[src/core/pag_pkg.sv]
// Constants shared by the port A GPIO block
package pag_pkg;

  localparam int unsigned PAG_PIN_COUNT = 8;
  localparam int unsigned PAG_SIO_PINS  = 4;
  localparam int unsigned PAG_SIO_BASE  = 0;
  localparam int unsigned PAG_TWI_PINS  = 3;
  localparam int unsigned PAG_TWI_BASE  = 4;

  // Register indices; byte address is index times four
  localparam int unsigned PAG_IDX_W = 15;
  localparam logic [PAG_IDX_W-1:0] PAG_IDX_OUTPUT_LATCH      = 15'h7fc8;
  localparam logic [PAG_IDX_W-1:0] PAG_IDX_PIN_LEVEL_READ    = 15'h7fc9;
  localparam logic [PAG_IDX_W-1:0] PAG_IDX_PIN_DIRECTION     = 15'h7fca;
  localparam logic [PAG_IDX_W-1:0] PAG_IDX_FUNCTION_SELECT_A = 15'h7fcb;
  localparam logic [PAG_IDX_W-1:0] PAG_IDX_FUNCTION_SELECT_B = 15'h7ffa;

  // APB address field layout
  localparam int unsigned PAG_ADDR_W    = 32;
  localparam int unsigned PAG_IDX_LSB   = 2;
  localparam int unsigned PAG_IDX_MSB   = PAG_IDX_LSB + PAG_IDX_W - 1;
  localparam int unsigned PAG_DATA_W    = 32;
  localparam int unsigned PAG_STRB_W    = 4;
  localparam int unsigned PAG_REG_W     = 8;

  localparam logic [PAG_REG_W-1:0]  PAG_REG_RESET  = 8'h00;
  localparam logic [PAG_DATA_W-1:0] PAG_DATA_ZERO  = 32'h0000_0000;
  localparam logic [1:0]            PAG_ALIGN_ZERO = 2'h0;
  localparam logic [PAG_ADDR_W-PAG_IDX_MSB-2:0] PAG_HIGH_ZERO = '0;

  // Pin mode code: {select_a, select_b, latch, direction}
  typedef enum logic [3:0] {
    PAG_M_OPEN       = 4'h0,
    PAG_M_PULLUP     = 4'h2,
    PAG_M_DRV_LOW0   = 4'h1,
    PAG_M_DRV_HIGH0  = 4'h3,
    PAG_M_SLOW_LOW   = 4'h4,
    PAG_M_SLOW_HIGH  = 4'h6,
    PAG_M_DRV_LOW1   = 4'h5,
    PAG_M_OPEN_INV   = 4'h7,
    PAG_M_LOW        = 4'h8,
    PAG_M_ALT_INV    = 4'ha,
    PAG_M_ALT_CMOS   = 4'h9,
    PAG_M_HIGH       = 4'hb,
    PAG_M_ALT_SLOWLO = 4'hc,
    PAG_M_ALT_SLOW   = 4'he,
    PAG_M_ALT_OD     = 4'hd,
    PAG_M_ALT_OPEN   = 4'hf
  } pag_mode_e;

endpackage

[src/core/pag_sync.sv]
// Two-flop synchroniser for the port pin levels
`timescale 1ns/1ns
module pag_sync
  import pag_pkg::*;
(
  // Clock and reset
  input  wire logic                     clk,
  input  wire logic                     rst_n,
  // Data
  input  wire logic [PAG_PIN_COUNT-1:0] async_in,
  output logic      [PAG_PIN_COUNT-1:0] sync_out
);

  logic [PAG_PIN_COUNT-1:0] meta_ff;
  logic [PAG_PIN_COUNT-1:0] sync_ff;
  logic [PAG_PIN_COUNT-1:0] nxt_meta;
  logic [PAG_PIN_COUNT-1:0] nxt_sync;

  always_comb begin
    nxt_meta = async_in;
    nxt_sync = meta_ff;
  end

  always_ff @(posedge clk or negedge rst_n) begin
    if (!rst_n) begin
      meta_ff <= '0;
      sync_ff <= '0;
    end else begin
      meta_ff <= nxt_meta;
      sync_ff <= nxt_sync;
    end
  end

  assign sync_out = sync_ff;

endmodule

[src/core/pag_pin_mode.sv]
// Per-pin drive decoder from select, latch and direction bits
`timescale 1ns/1ns
module pag_pin_mode
  import pag_pkg::*;
(
  // Configuration
  input  wire logic fsa,
  input  wire logic fsb,
  input  wire logic lat,
  input  wire logic dir,
  // Peripheral data to send
  input  wire logic alt_data,
  // Pin drive
  output logic      drv_o,
  output logic      drv_oe,
  output logic      pull_up,
  output logic      slow,
  // Input inversions
  output logic      inv_read,
  output logic      inv_mux
);

  pag_mode_e mode;

  always_comb begin
    mode     = pag_mode_e'({fsa, fsb, lat, dir});
    drv_o    = 1'b0;
    drv_oe   = 1'b0;
    pull_up  = 1'b0;
    slow     = 1'b0;
    inv_read = 1'b0;
    inv_mux  = 1'b0;
    case (mode)
      PAG_M_OPEN: begin
      end
      PAG_M_PULLUP: begin
        pull_up = 1'b1; // [RULE9] [RULE10]
      end
      PAG_M_DRV_LOW0, PAG_M_DRV_HIGH0: begin
        drv_oe = 1'b1; // [RULE10]
        drv_o  = lat;
      end
      PAG_M_SLOW_LOW, PAG_M_SLOW_HIGH: begin
        drv_oe = 1'b1; // [RULE11]
        drv_o  = lat;
        slow   = 1'b1;
      end
      PAG_M_DRV_LOW1: begin
        drv_oe = 1'b1; // [RULE11]
      end
      PAG_M_OPEN_INV: begin
        inv_read = 1'b1; // [RULE11] [RULE4]
      end
      PAG_M_LOW: begin
        drv_oe = 1'b1; // [RULE12]
      end
      PAG_M_ALT_INV: begin
        drv_oe   = 1'b1; // [RULE12] [RULE4]
        drv_o    = ~alt_data;
        inv_read = 1'b1;
        inv_mux  = 1'b1;
      end
      PAG_M_ALT_CMOS: begin
        drv_oe = 1'b1; // [RULE12]
        drv_o  = alt_data;
      end
      PAG_M_HIGH: begin
        drv_oe = 1'b1; // [RULE12]
        drv_o  = 1'b1;
      end
      PAG_M_ALT_SLOWLO: begin
        drv_oe = 1'b1; // [RULE13]
        slow   = 1'b1;
      end
      PAG_M_ALT_SLOW: begin
        drv_oe = 1'b1; // [RULE13]
        drv_o  = alt_data;
        slow   = 1'b1;
      end
      PAG_M_ALT_OD: begin
        drv_oe = ~alt_data; // [RULE13]
      end
      PAG_M_ALT_OPEN: begin
      end
      default: begin
      end
    endcase
  end

endmodule

[src/core/pag_port_a.sv]
// Port A GPIO top: APB registers, pin drive and peripheral muxing
`timescale 1ns/1ns
//
// Behaviour
// RULE1 - Eight-pin port, each pin's direction set by its own direction bit.
// RULE2 - Output latch at index 7fc8, reset zero, sets output level and pull-up.
// RULE3 - Read-only pin level at index 7fc9 returns every pin regardless of direction.
// RULE4 - Pins configured for inverted input read back the complemented level.
// RULE5 - Direction register at index 7fca, read/write, reset to zero.
// RULE6 - Select registers A at 7fcb and B at 7ffa, reset zero, pick output mode.
// RULE7 - Pins 0-3 carry serial unit signals, pins 4-6 the two-wire slave signals.
// RULE8 - Pin level always reaches the multiplexed peripheral input whatever the mode; the code passes its complement in PAG_M_ALT_INV.
// RULE9 - Every pin has a software-switched pull-up.
// RULE10 - Selects 00: float, pull-up, or drive latch per latch and direction.
// RULE11 - Selects 01: slow-change latch, drive low, or float with inverted read.
// RULE12 - Selects 10: low, inverted serial data, CMOS serial data, or high.
// RULE13 - Selects 11: slow low, slow serial data, open-drain serial data, or float.
// RULE14 - After reset every pin floats with pull-up off and no output driven.
module pag_port_a
  import pag_pkg::*;
(
  // Clock and reset
  input  wire logic                     SYS_CLK,
  input  wire logic                     RST_N,
  // APB slave
  input  wire logic                     PSEL,
  input  wire logic                     PENABLE,
  input  wire logic                     PWRITE,
  input  wire logic [PAG_ADDR_W-1:0]    PADDR,
  input  wire logic [PAG_DATA_W-1:0]    PWDATA,
  input  wire logic [PAG_STRB_W-1:0]    PSTRB,
  output logic      [PAG_DATA_W-1:0]    PRDATA,
  output logic                          PREADY,
  output logic                          PSLVERR,
  // Port pins, split five ways
  input  wire logic [PAG_PIN_COUNT-1:0] PIN_I,
  output logic      [PAG_PIN_COUNT-1:0] PIN_O,
  output logic      [PAG_PIN_COUNT-1:0] PIN_OE,
  output logic      [PAG_PIN_COUNT-1:0] PIN_PULLUP_EN,
  output logic      [PAG_PIN_COUNT-1:0] PIN_SLOW_EN,
  // Serial unit
  input  wire logic [PAG_SIO_PINS-1:0]  SIO_OUT,
  output logic      [PAG_SIO_PINS-1:0]  SIO_IN,
  // Two-wire slave unit
  input  wire logic [PAG_TWI_PINS-1:0]  TWI_OUT,
  output logic      [PAG_TWI_PINS-1:0]  TWI_IN
);

  // Configuration registers
  logic [PAG_REG_W-1:0] output_latch_ff;
  logic [PAG_REG_W-1:0] pin_direction_ff;
  logic [PAG_REG_W-1:0] function_select_a_ff;
  logic [PAG_REG_W-1:0] function_select_b_ff;
  logic [PAG_REG_W-1:0] nxt_output_latch;
  logic [PAG_REG_W-1:0] nxt_pin_direction;
  logic [PAG_REG_W-1:0] nxt_function_select_a;
  logic [PAG_REG_W-1:0] nxt_function_select_b;

  // APB answer registers
  logic [PAG_DATA_W-1:0] prdata_ff;
  logic                  pslverr_ff;
  logic [PAG_DATA_W-1:0] nxt_prdata;
  logic                  nxt_pslverr;

  // Pin output registers
  logic [PAG_PIN_COUNT-1:0] pin_o_ff;
  logic [PAG_PIN_COUNT-1:0] pin_oe_ff;
  logic [PAG_PIN_COUNT-1:0] pin_pu_ff;
  logic [PAG_PIN_COUNT-1:0] pin_slow_ff;
  logic [PAG_PIN_COUNT-1:0] nxt_pin_o;
  logic [PAG_PIN_COUNT-1:0] nxt_pin_oe;
  logic [PAG_PIN_COUNT-1:0] nxt_pin_pu;
  logic [PAG_PIN_COUNT-1:0] nxt_pin_slow;

  // Peripheral input registers
  logic [PAG_PIN_COUNT-1:0] mux_in_ff;
  logic [PAG_PIN_COUNT-1:0] nxt_mux_in;

  // Decode and pin-side wires
  logic [PAG_PIN_COUNT-1:0] pin_level;
  logic [PAG_PIN_COUNT-1:0] alt_data;
  logic [PAG_PIN_COUNT-1:0] dec_o;
  logic [PAG_PIN_COUNT-1:0] dec_oe;
  logic [PAG_PIN_COUNT-1:0] dec_pu;
  logic [PAG_PIN_COUNT-1:0] dec_slow;
  logic [PAG_PIN_COUNT-1:0] dec_inv_read;
  logic [PAG_PIN_COUNT-1:0] dec_inv_mux;
  logic [PAG_PIN_COUNT-1:0] pin_read_value;

  logic                     apb_setup;
  logic                     apb_write_done;
  logic                     addr_in_range;
  logic [PAG_IDX_W-1:0]     reg_index;
  logic                     lane0_en;

  // Register decode
  logic                     hit_latch;
  logic                     hit_level;
  logic                     hit_dir;
  logic                     hit_fsa;
  logic                     hit_fsb;
  logic                     hit_any;
  logic [PAG_REG_W-1:0]     rd_sel;

  // Pin levels come from the board; synchronise before any use
  pag_sync u_pin_sync (
    .clk      (SYS_CLK),
    .rst_n    (RST_N),
    .async_in (PIN_I),
    .sync_out (pin_level)
  );

  // Peripheral data wanted on each pin; pin 7 has no partner
  always_comb begin
    alt_data = '0;
    alt_data[PAG_SIO_BASE +: PAG_SIO_PINS] = SIO_OUT; // [RULE7]
    alt_data[PAG_TWI_BASE +: PAG_TWI_PINS] = TWI_OUT; // [RULE7]
  end

  genvar g;
  generate
    for (g = 0; g < PAG_PIN_COUNT; g++) begin : g_pin
      pag_pin_mode u_mode (
        .fsa      (function_select_a_ff[g]),
        .fsb      (function_select_b_ff[g]),
        .lat      (output_latch_ff[g]),
        .dir      (pin_direction_ff[g]), // [RULE1]
        .alt_data (alt_data[g]),
        .drv_o    (dec_o[g]),
        .drv_oe   (dec_oe[g]),
        .pull_up  (dec_pu[g]),
        .slow     (dec_slow[g]),
        .inv_read (dec_inv_read[g]),
        .inv_mux  (dec_inv_mux[g])
      );
    end
  endgenerate

  // Read path sees the pin in every direction and mode
  assign pin_read_value = pin_level ^ dec_inv_read; // [RULE3] [RULE4]

  // APB decode
  assign apb_setup      = PSEL & ~PENABLE;
  assign apb_write_done = PSEL & PENABLE & PREADY & PWRITE & ~pslverr_ff;
  assign reg_index      = PADDR[PAG_IDX_MSB:PAG_IDX_LSB];
  assign lane0_en       = PSTRB[0];
  assign addr_in_range  = (PADDR[PAG_ADDR_W-1:PAG_IDX_MSB+1] == PAG_HIGH_ZERO) &&
                          (PADDR[PAG_IDX_LSB-1:0] == PAG_ALIGN_ZERO);

  // Decode once so the read and error paths agree on a hit;
  // a misaligned or high address hits nothing
  always_comb begin
    hit_latch = 1'b0;
    hit_level = 1'b0;
    hit_dir   = 1'b0;
    hit_fsa   = 1'b0;
    hit_fsb   = 1'b0;
    if (addr_in_range) begin
      case (reg_index)
        PAG_IDX_OUTPUT_LATCH: begin
          hit_latch = 1'b1;
        end
        PAG_IDX_PIN_LEVEL_READ: begin
          hit_level = 1'b1;
        end
        PAG_IDX_PIN_DIRECTION: begin
          hit_dir = 1'b1;
        end
        PAG_IDX_FUNCTION_SELECT_A: begin
          hit_fsa = 1'b1;
        end
        PAG_IDX_FUNCTION_SELECT_B: begin
          hit_fsb = 1'b1;
        end
        default: begin
        end
      endcase
    end
  end

  assign hit_any = hit_latch | hit_level | hit_dir | hit_fsa | hit_fsb;

  // AND-OR read mux: at most one hit, so no priority chain
  assign rd_sel = ({PAG_REG_W{hit_latch}} & output_latch_ff) |
                  ({PAG_REG_W{hit_level}} & pin_read_value) | // [RULE3]
                  ({PAG_REG_W{hit_dir}}   & pin_direction_ff) |
                  ({PAG_REG_W{hit_fsa}}   & function_select_a_ff) |
                  ({PAG_REG_W{hit_fsb}}   & function_select_b_ff);

  // Configuration register group
  always_comb begin
    nxt_output_latch      = output_latch_ff;
    nxt_pin_direction     = pin_direction_ff;
    nxt_function_select_a = function_select_a_ff;
    nxt_function_select_b = function_select_b_ff;
    if (apb_write_done && lane0_en) begin
      case (reg_index)
        PAG_IDX_OUTPUT_LATCH: begin
          nxt_output_latch = PWDATA[PAG_REG_W-1:0]; // [RULE2]
        end
        PAG_IDX_PIN_DIRECTION: begin
          nxt_pin_direction = PWDATA[PAG_REG_W-1:0]; // [RULE5]
        end
        PAG_IDX_FUNCTION_SELECT_A: begin
          nxt_function_select_a = PWDATA[PAG_REG_W-1:0]; // [RULE6]
        end
        PAG_IDX_FUNCTION_SELECT_B: begin
          nxt_function_select_b = PWDATA[PAG_REG_W-1:0]; // [RULE6]
        end
        default: begin
        end
      endcase
    end
  end

  always_ff @(posedge SYS_CLK or negedge RST_N) begin
    if (!RST_N) begin
      output_latch_ff      <= PAG_REG_RESET; // [RULE2] [RULE14]
      pin_direction_ff     <= PAG_REG_RESET; // [RULE5] [RULE14]
      function_select_a_ff <= PAG_REG_RESET; // [RULE6] [RULE14]
      function_select_b_ff <= PAG_REG_RESET; // [RULE6] [RULE14]
    end else begin
      output_latch_ff      <= nxt_output_latch;
      pin_direction_ff     <= nxt_pin_direction;
      function_select_a_ff <= nxt_function_select_a;
      function_select_b_ff <= nxt_function_select_b;
    end
  end

  // APB answer group: data and error are prepared in the setup cycle,
  // so the access phase completes at once with registered read data
  always_comb begin
    nxt_prdata  = prdata_ff;
    nxt_pslverr = pslverr_ff;
    if (apb_setup) begin
      nxt_prdata  = PAG_DATA_ZERO;
      // Refuse unmapped indices and any write to the read-only level
      nxt_pslverr = ~hit_any | (hit_level & PWRITE); // [RULE3]
      // Writes read back zero so a stale value never looks valid
      if (!PWRITE) begin
        nxt_prdata[PAG_REG_W-1:0] = rd_sel;
      end
    end
  end

  always_ff @(posedge SYS_CLK or negedge RST_N) begin
    if (!RST_N) begin
      prdata_ff  <= PAG_DATA_ZERO;
      pslverr_ff <= 1'b0;
    end else begin
      prdata_ff  <= nxt_prdata;
      pslverr_ff <= nxt_pslverr;
    end
  end

  // Zero wait states; error only meaningful while PREADY is high
  assign PREADY  = PSEL & PENABLE;
  assign PRDATA  = prdata_ff;
  assign PSLVERR = PSEL & PENABLE & pslverr_ff;

  // Pin output group, registered to keep glitches off the pads,
  // so a config write reaches the pads one edge after it lands
  always_comb begin
    nxt_pin_o    = dec_o;
    nxt_pin_oe   = dec_oe;   // [RULE1]
    nxt_pin_pu   = dec_pu;   // [RULE9]
    nxt_pin_slow = dec_slow;
  end

  always_ff @(posedge SYS_CLK or negedge RST_N) begin
    if (!RST_N) begin
      pin_o_ff    <= '0; // [RULE14]
      pin_oe_ff   <= '0; // [RULE14]
      pin_pu_ff   <= '0; // [RULE14]
      pin_slow_ff <= '0;
    end else begin
      pin_o_ff    <= nxt_pin_o;
      pin_oe_ff   <= nxt_pin_oe;
      pin_pu_ff   <= nxt_pin_pu;
      pin_slow_ff <= nxt_pin_slow;
    end
  end

  assign PIN_O         = pin_o_ff;
  assign PIN_OE        = pin_oe_ff;
  assign PIN_PULLUP_EN = pin_pu_ff;
  assign PIN_SLOW_EN   = pin_slow_ff;

  // Peripheral input group: the level goes through in every mode but PAG_M_ALT_INV, which passes its complement
  always_comb begin
    nxt_mux_in = pin_level ^ dec_inv_mux; // [RULE8]
  end

  always_ff @(posedge SYS_CLK or negedge RST_N) begin
    if (!RST_N) begin
      mux_in_ff <= '0;
    end else begin
      mux_in_ff <= nxt_mux_in;
    end
  end

  assign SIO_IN = mux_in_ff[PAG_SIO_BASE +: PAG_SIO_PINS]; // [RULE7] [RULE8]
  assign TWI_IN = mux_in_ff[PAG_TWI_BASE +: PAG_TWI_PINS]; // [RULE7] [RULE8]

endmodule

[config.mk]
export PLATFORM = sky130hd
export DESIGN_NAME = pag_port_a
export DESIGN_NICKNAME = d
export VERILOG_FILES = /design/src/core/pag_pkg.sv /design/src/core/pag_sync.sv /design/src/core/pag_pin_mode.sv /design/src/core/pag_port_a.sv
export SDC_FILE = /design/constraint.sdc
export NUM_CORES = 1
export LEC_CHECK = 0
export BUFFER_PORTS_ARGS = -buffer_cell sky130_fd_sc_hd__buf_2
export CAP_MARGIN = 10
export CORE_MARGIN = 3
export CORE_UTILIZATION = 50
export CTS_CLUSTER_DIAMETER = 150
export DETAILED_ROUTE_END_ITERATION = 7
export GPL_TIMING_DRIVEN = 0
export PLACE_DENSITY = 0.79
export SLEW_MARGIN = 5
export SYNTH_ARGS = -nofsm -noshare
export SYNTH_HDL_FRONTEND = slang
export SYNTH_SLANG_ARGS = --single-unit
[constraint.sdc]
create_clock -name SYS_CLK -period 2.2 [get_ports SYS_CLK]
set_clock_uncertainty 0.2 [all_clocks]
set_input_delay 0.44 -clock SYS_CLK [delete_from_list [all_inputs] [get_ports SYS_CLK]]
set_output_delay 0.44 -clock SYS_CLK [all_outputs]
set_load 0.005 [all_outputs]
# [Word level (Yosys, flattened, before mapping)]
# Cells that the tools add are included.
[word_totals] register_bits=96 in_bits=88 out_inout_bits=73 elab_cells=268
[classes] n_eq_ne=117 n_mux=58 bitwise_logic=32 reduce_logical=48
[ops] op="== test 4 bit (second input constant)" count=56
[ops] op="== test 4 x 3 -> 1 bit (second input constant)" count=32
[ops] op="OR reduction 11 bit" count=7
[ops] op="== test 15 bit (second input constant)" count=5
[ops] op="== test 4 x 2 -> 1 bit (second input constant)" count=16
[ops] op="OR reduction 4 bit" count=16
[ops] op="two-way mux 1 bit" count=42
[ops] op="AND 8 bit" count=5
[ops] op="== test 4 x 1 -> 1 bit (second input constant)" count=8
[ops] op="OR 8 bit" count=4
[ops] op="OR reduction 2 bit" count=16
[ops] op="case mux 1 bit (4 select lines)" count=7
[ops] op="case mux 1 bit (2 select lines)" count=8
[ops] op="logical NOT 15 bit" count=1
[ops] op="OR reduction 12 bit" count=1
[ops] op="NOT 1 bit" count=10
[ops] op="two-way mux 8 bit" count=1
[ops] op="AND reduction 2 bit" count=4
[ops] op="bitwise XOR 8 bit" count=1
[ops] op="bitwise XOR 7 bit" count=1
[ops] op="AND 1 bit" count=6
[ops] op="OR 1 bit" count=5
[ops] op="logical AND 1 bit" count=2
[ops] op="logical NOT 2 bit" count=1

# [Logic depth before layout (Yosys ltp)]
[depth] ltp_word=10 mapped_depth=6 ltp_nobuf=5

# [Cells and area by module]
# Synthesis repeated with hierarchy kept, for this count alone.
[hier_totals] cells_unflattened=412 area_unflattened_um2=4868.4
[by_module_without_submodules] mod="pag_port_a" instances=1 cells_each=252 area_each_um2=3306.9 seq_area_each_um2=2001.9
[by_module_without_submodules] mod="pag_pin_mode" instances=8 cells_each=18 area_each_um2=145.1 seq_area_each_um2=0.0
[by_module_without_submodules] mod="pag_sync" instances=1 cells_each=16 area_each_um2=400.4 seq_area_each_um2=400.4

# [Worst setup path before layout]
# OpenSTA, ideal clock, no wires.
[synth_timing] path_kind="input to register" start="input PADDR[4]" end="register function_select_b_ff[0]" setup_time_ns=0.125 arrival_time_ns=1.822 required_time_ns=1.875 slack_ns=0.054 path_stages=5 n_path_buf=0 cell_sequence="nand4b_1 nor2_2 nand3_2 nor2_2 mux2_2"
[synth_via] elab_chain_cells=2
[synth_rtl] item="start: declaration" line_no="pag_port_a.sv:29" rtl="input wire logic [PAG_ADDR_W-1:0] PADDR,"
[synth_rtl] item="== test 15 bit" line_no="pag_port_a.sv:197" rtl="case (reg_index)"
[synth_rtl] item="AND reduction 2 bit (no line)"
[synth_rtl] item="end signal: assignment" line_no="pag_port_a.sv:226" rtl="function_select_b_ff <= nxt_function_select_b;"
[synth_rtl] item="end: declaration" line_no="pag_port_a.sv:53" rtl="logic [PAG_REG_W-1:0] function_select_b_ff;"
# Every way passes these cells.
# A chain may end at the register's enable or synchronous reset.

# [Worst setup path in the final report]
[layout_timing] start="register pslverr_ff" end="register function_select_a_ff[2]"
[layout_via] elab_chain_cells=4
[layout_rtl] item="start: declaration" line_no="pag_port_a.sv:61" rtl="logic pslverr_ff;"
[layout_rtl] item="start signal: assignment" line_no="pag_port_a.sv:252" rtl="pslverr_ff <= nxt_pslverr;"
[layout_rtl] item="NOT 1 bit" line_no="pag_port_a.sv:144" rtl="assign apb_write_done = PSEL & PENABLE & PREADY & PWRITE & ~pslverr_ff;"
[layout_rtl] item="AND 1 bit" line_no="pag_port_a.sv:144"
[layout_rtl] item="logical AND 1 bit" line_no="pag_port_a.sv:196" rtl="if (apb_write_done && lane0_en) begin"
[layout_rtl] item="AND reduction 2 bit (no line)"
[layout_rtl] item="end signal: assignment" line_no="pag_port_a.sv:225" rtl="function_select_a_ff <= nxt_function_select_a;"
[layout_rtl] item="end: declaration" line_no="pag_port_a.sv:52" rtl="logic [PAG_REG_W-1:0] function_select_a_ff;"
# Every way passes these cells.

==> results.json <==
{
  "clock_latency_ns": 0.36,
  "fin_nets": 676,
  "cts_buffers": 9,
  "diodes": 0,
  "grt_overflow": 0,
  "cp_max_fo": 4,
  "ir_worst_vdd_mv": 0.358,
  "fp.dieW_um": 103,
  "mostFrequentLayoutCells": "buf_2 (111), dfrtp_1 (96), nand2_1 (44)",
  "rows": 34,
  "cp_top_family": "simple AND/OR/NAND/NOR gates",
  "start_kind": "register",
  "tritoncts": "done",
  "hp-class": "input pin to register",
  "p_leak_nw": 3.05,
  "final_cell_area_mm2": 0.00584,
  "synth_top_area_share": 0.514,
  "yosys_most_used_dff": "dfrtp_1",
  "grt_pass1_vias": 3632,
  "yosys_register_bits": 96,
  "vias": 3801,
  "cp-end-kind": "register",
  "die-area_mm2": 0.0105,
  "layout-drive-gt1-share": 0.354,
  "drv_cap": 0,
  "avgSynthCellArea_um2": 10.9,
  "io_buffers": 109,
  "slowest_stage": "dfrtp_1",
  "drt-total-wl_um": 10900,
  "period_needed_ns": 2.11,
  "dp_hpwl_um": 7580,
  "firstDrtPassIters": 4,
  "rsz0062_at_grt": "no",
  "cp_slowest_stage_delay_ns": 0.39,
  "path_clk_slew_ns": 0.09,
  "slew_violations": 0,
  "antenna_found_initial": 0,
  "final_hold_viol_count": 0,
  "async_reset_ff_frac": 1.00,
  "first_iter_violations": 194,
  "core_area_mm2": 0.00889,
  "grt_usage": 0.209,
  "synth_top_area_cell": "dfrtp_1",
  "nFillCells": 700,
  "grt_pass1_wl_um": 17100,
  "path_buf_inv": 1,
  "worstSetupPathType": "register to register",
  "yosysWarnings": 0,
  "synth_area_mm2": 0.00468,
  "final.period_utilization": 0.958,
  "slew_headroom": 0.479,
  "root_buffer": "clkbuf_8",
  "netlist_top_cells_area": "dfrtp_1 (51%), mux2_2 (9.6%), buf_4 (3.9%)",
  "htreeDepth": 3,
  "ant_nets": 0,
  "start_util": 0.526,
  "power_density_mw_per_mm2": 545,
  "tightest_slew_ns": 0.775,
  "synth_edf_count": 0,
  "ys_seq_area_frac": 0.514,
  "final_common_cell": "buf_2",
  "crit_required_ns": 2.25,
  "cp_cell_sequence": "nand4b_1 > nor3_4 > nand3_2 > nor3_4 > buf_4 > mux2_2",
  "routedWlPerCell_um": 15.6,
  "finalSetupTns_ns": 0,
  "outcome": "complete, no violations",
  "cts.sinks": 96,
  "via_per_inst": 5.42,
  "fmax_mhz": 474,
  "arrival_ns": 2.16,
  "place_ws_ns": -0.513,
  "place_area_mm2": 0.00547,
  "area_growth_pct": 24.9,
  "finalWorstSetupSlack_ns": 0.0917,
  "finalSetupViolCount": 0,
  "synthCells": 428,
  "clockBufferDepth": 2,
  "io_pins": 161,
  "drc": 0,
  "place_congestion": 0.763,
  "grt_max_degree": 60,
  "die_y_um": 103,
  "cp_common_cell": "nor3_4",
  "synth_cell_types": 44
}
worst register-to-register path, delay by kind of cell, from the launching register on:
family	cells	cell delay (ns)
flip-flops	1	0.39
buffers and inverters	1	0.18
AND/OR/NAND/NOR	4	0.89
multiplexers	1	0.34
routing by layer:
layer  part of all wire  global-route usage  vias to the layer above  wire, um
met2               0.50               0.359                      141      5470
met4              0.019              0.0727                        0       210
li1                   -                   -                     1822         -
met3              0.072              0.0460                       17       785
met5                  0                   0                        -         0
met1               0.41               0.261                     1821      4440
cells by family (layout without fill, tap and decap cells):
family                 Yosys count  count (layout)  synth area share
AND/OR/NAND/NOR                154             154             0.201
flip-flops                      96              96             0.514
AO/OA/AOI/OAI                   64              64            0.0929
buffers and inverters           58             200            0.0666
multiplexers                    40              40            0.0963
XOR/XNOR                        15              15            0.0281
other                            1              24          0.000802
path summary, 6_finish.rpt:
kind,start,end,slack (ns),depth (start not counted)
setup / recovery,pslverr_ff,function_select_a_ff[2],0.09,6
hold / removal,TWI_OUT[1],PIN_O[5],0.13,2
setup reg to reg,pslverr_ff,function_select_a_ff[2],0.09,6
hold reg to reg,u_pin_sync.meta_ff[1],u_pin_sync.sync_out[1],0.14,0
max in group asynchronous,RST_N,PIN_PULLUP_EN[4],0.63,3
min in group asynchronous,RST_N,PIN_OE[7],0.47,2
metrics by stage:
stage                     std cells  power, mW  utilization  hold WS, ns
after floorplan                 451       1.92            -      -0.0556
after global placement          668       2.04        0.612        0.132
after detailed placement        669       2.05        0.615        0.136
after CTS                       699       3.20        0.652        0.122
after global routing            701       3.30        0.657        0.132
final                           701       3.18        0.657        0.134
sequential cells by signal (all words and copies together), names as in the netlist, 8 cells and up:
register / count
PIN_OE: 8
PIN_O: 8
PIN_PULLUP_EN: 8
PIN_SLOW_EN: 8
PRDATA: 8
function_select_a_ff: 8
function_select_b_ff: 8
output_latch_ff: 8
pin_direction_ff: 8
u_pin_sync.meta_ff: 8
u_pin_sync.sync_out: 8
synthesized netlist by cell type (8+ instances only):
master and instances:
dfrtp_1 96, buf_4 24, mux2_2 40, o2111ai_1 8
a31oi_1 15, xor2_1 14, o21ai_0 10, and3_1 9
inv_1 9, nand3b_1 15, nor3_1 22, clkbuf_1 21
nand2_1 44, nor2b_1 19
report_power, final:
| group | internal, mW | switching [mW] | total, mW |
|---|---|---|---|
| Sequential | 1.78 | 0.0100 | 1.79 |
| Clock | 0.530 | 0.619 | 1.15 |
| Combinational | 0.108 | 0.128 | 0.236 |
layout make-up:
| class | instances | area (um^2) | share of cell area |
|---|---|---|---|
| buffer | 49 | 278 | 0.0476 |
| clock buffer | 10 | 128 | 0.0219 |
| clock inverter | 6 | 67.6 | 0.0116 |
| inverter | 9 | 33.8 | 0.00579 |
| multi-input combinational | 297 | 2080 | 0.357 |
| sequential | 96 | 2400 | 0.411 |
| tap | 108 | 135 | 0.0231 |
| timing repair buffer | 126 | 711 | 0.122 |
timing repair:
item,4_1_cts,5_1_grt
endpoints found under the hold margin,66,0
gates resized for setup,2,4
hold buffers,9,0
endpoints found under the setup margin,32,27
pin swaps,2,4
buffers inserted,5,2
No activity file was read; power rests on OpenSTA's default activity.
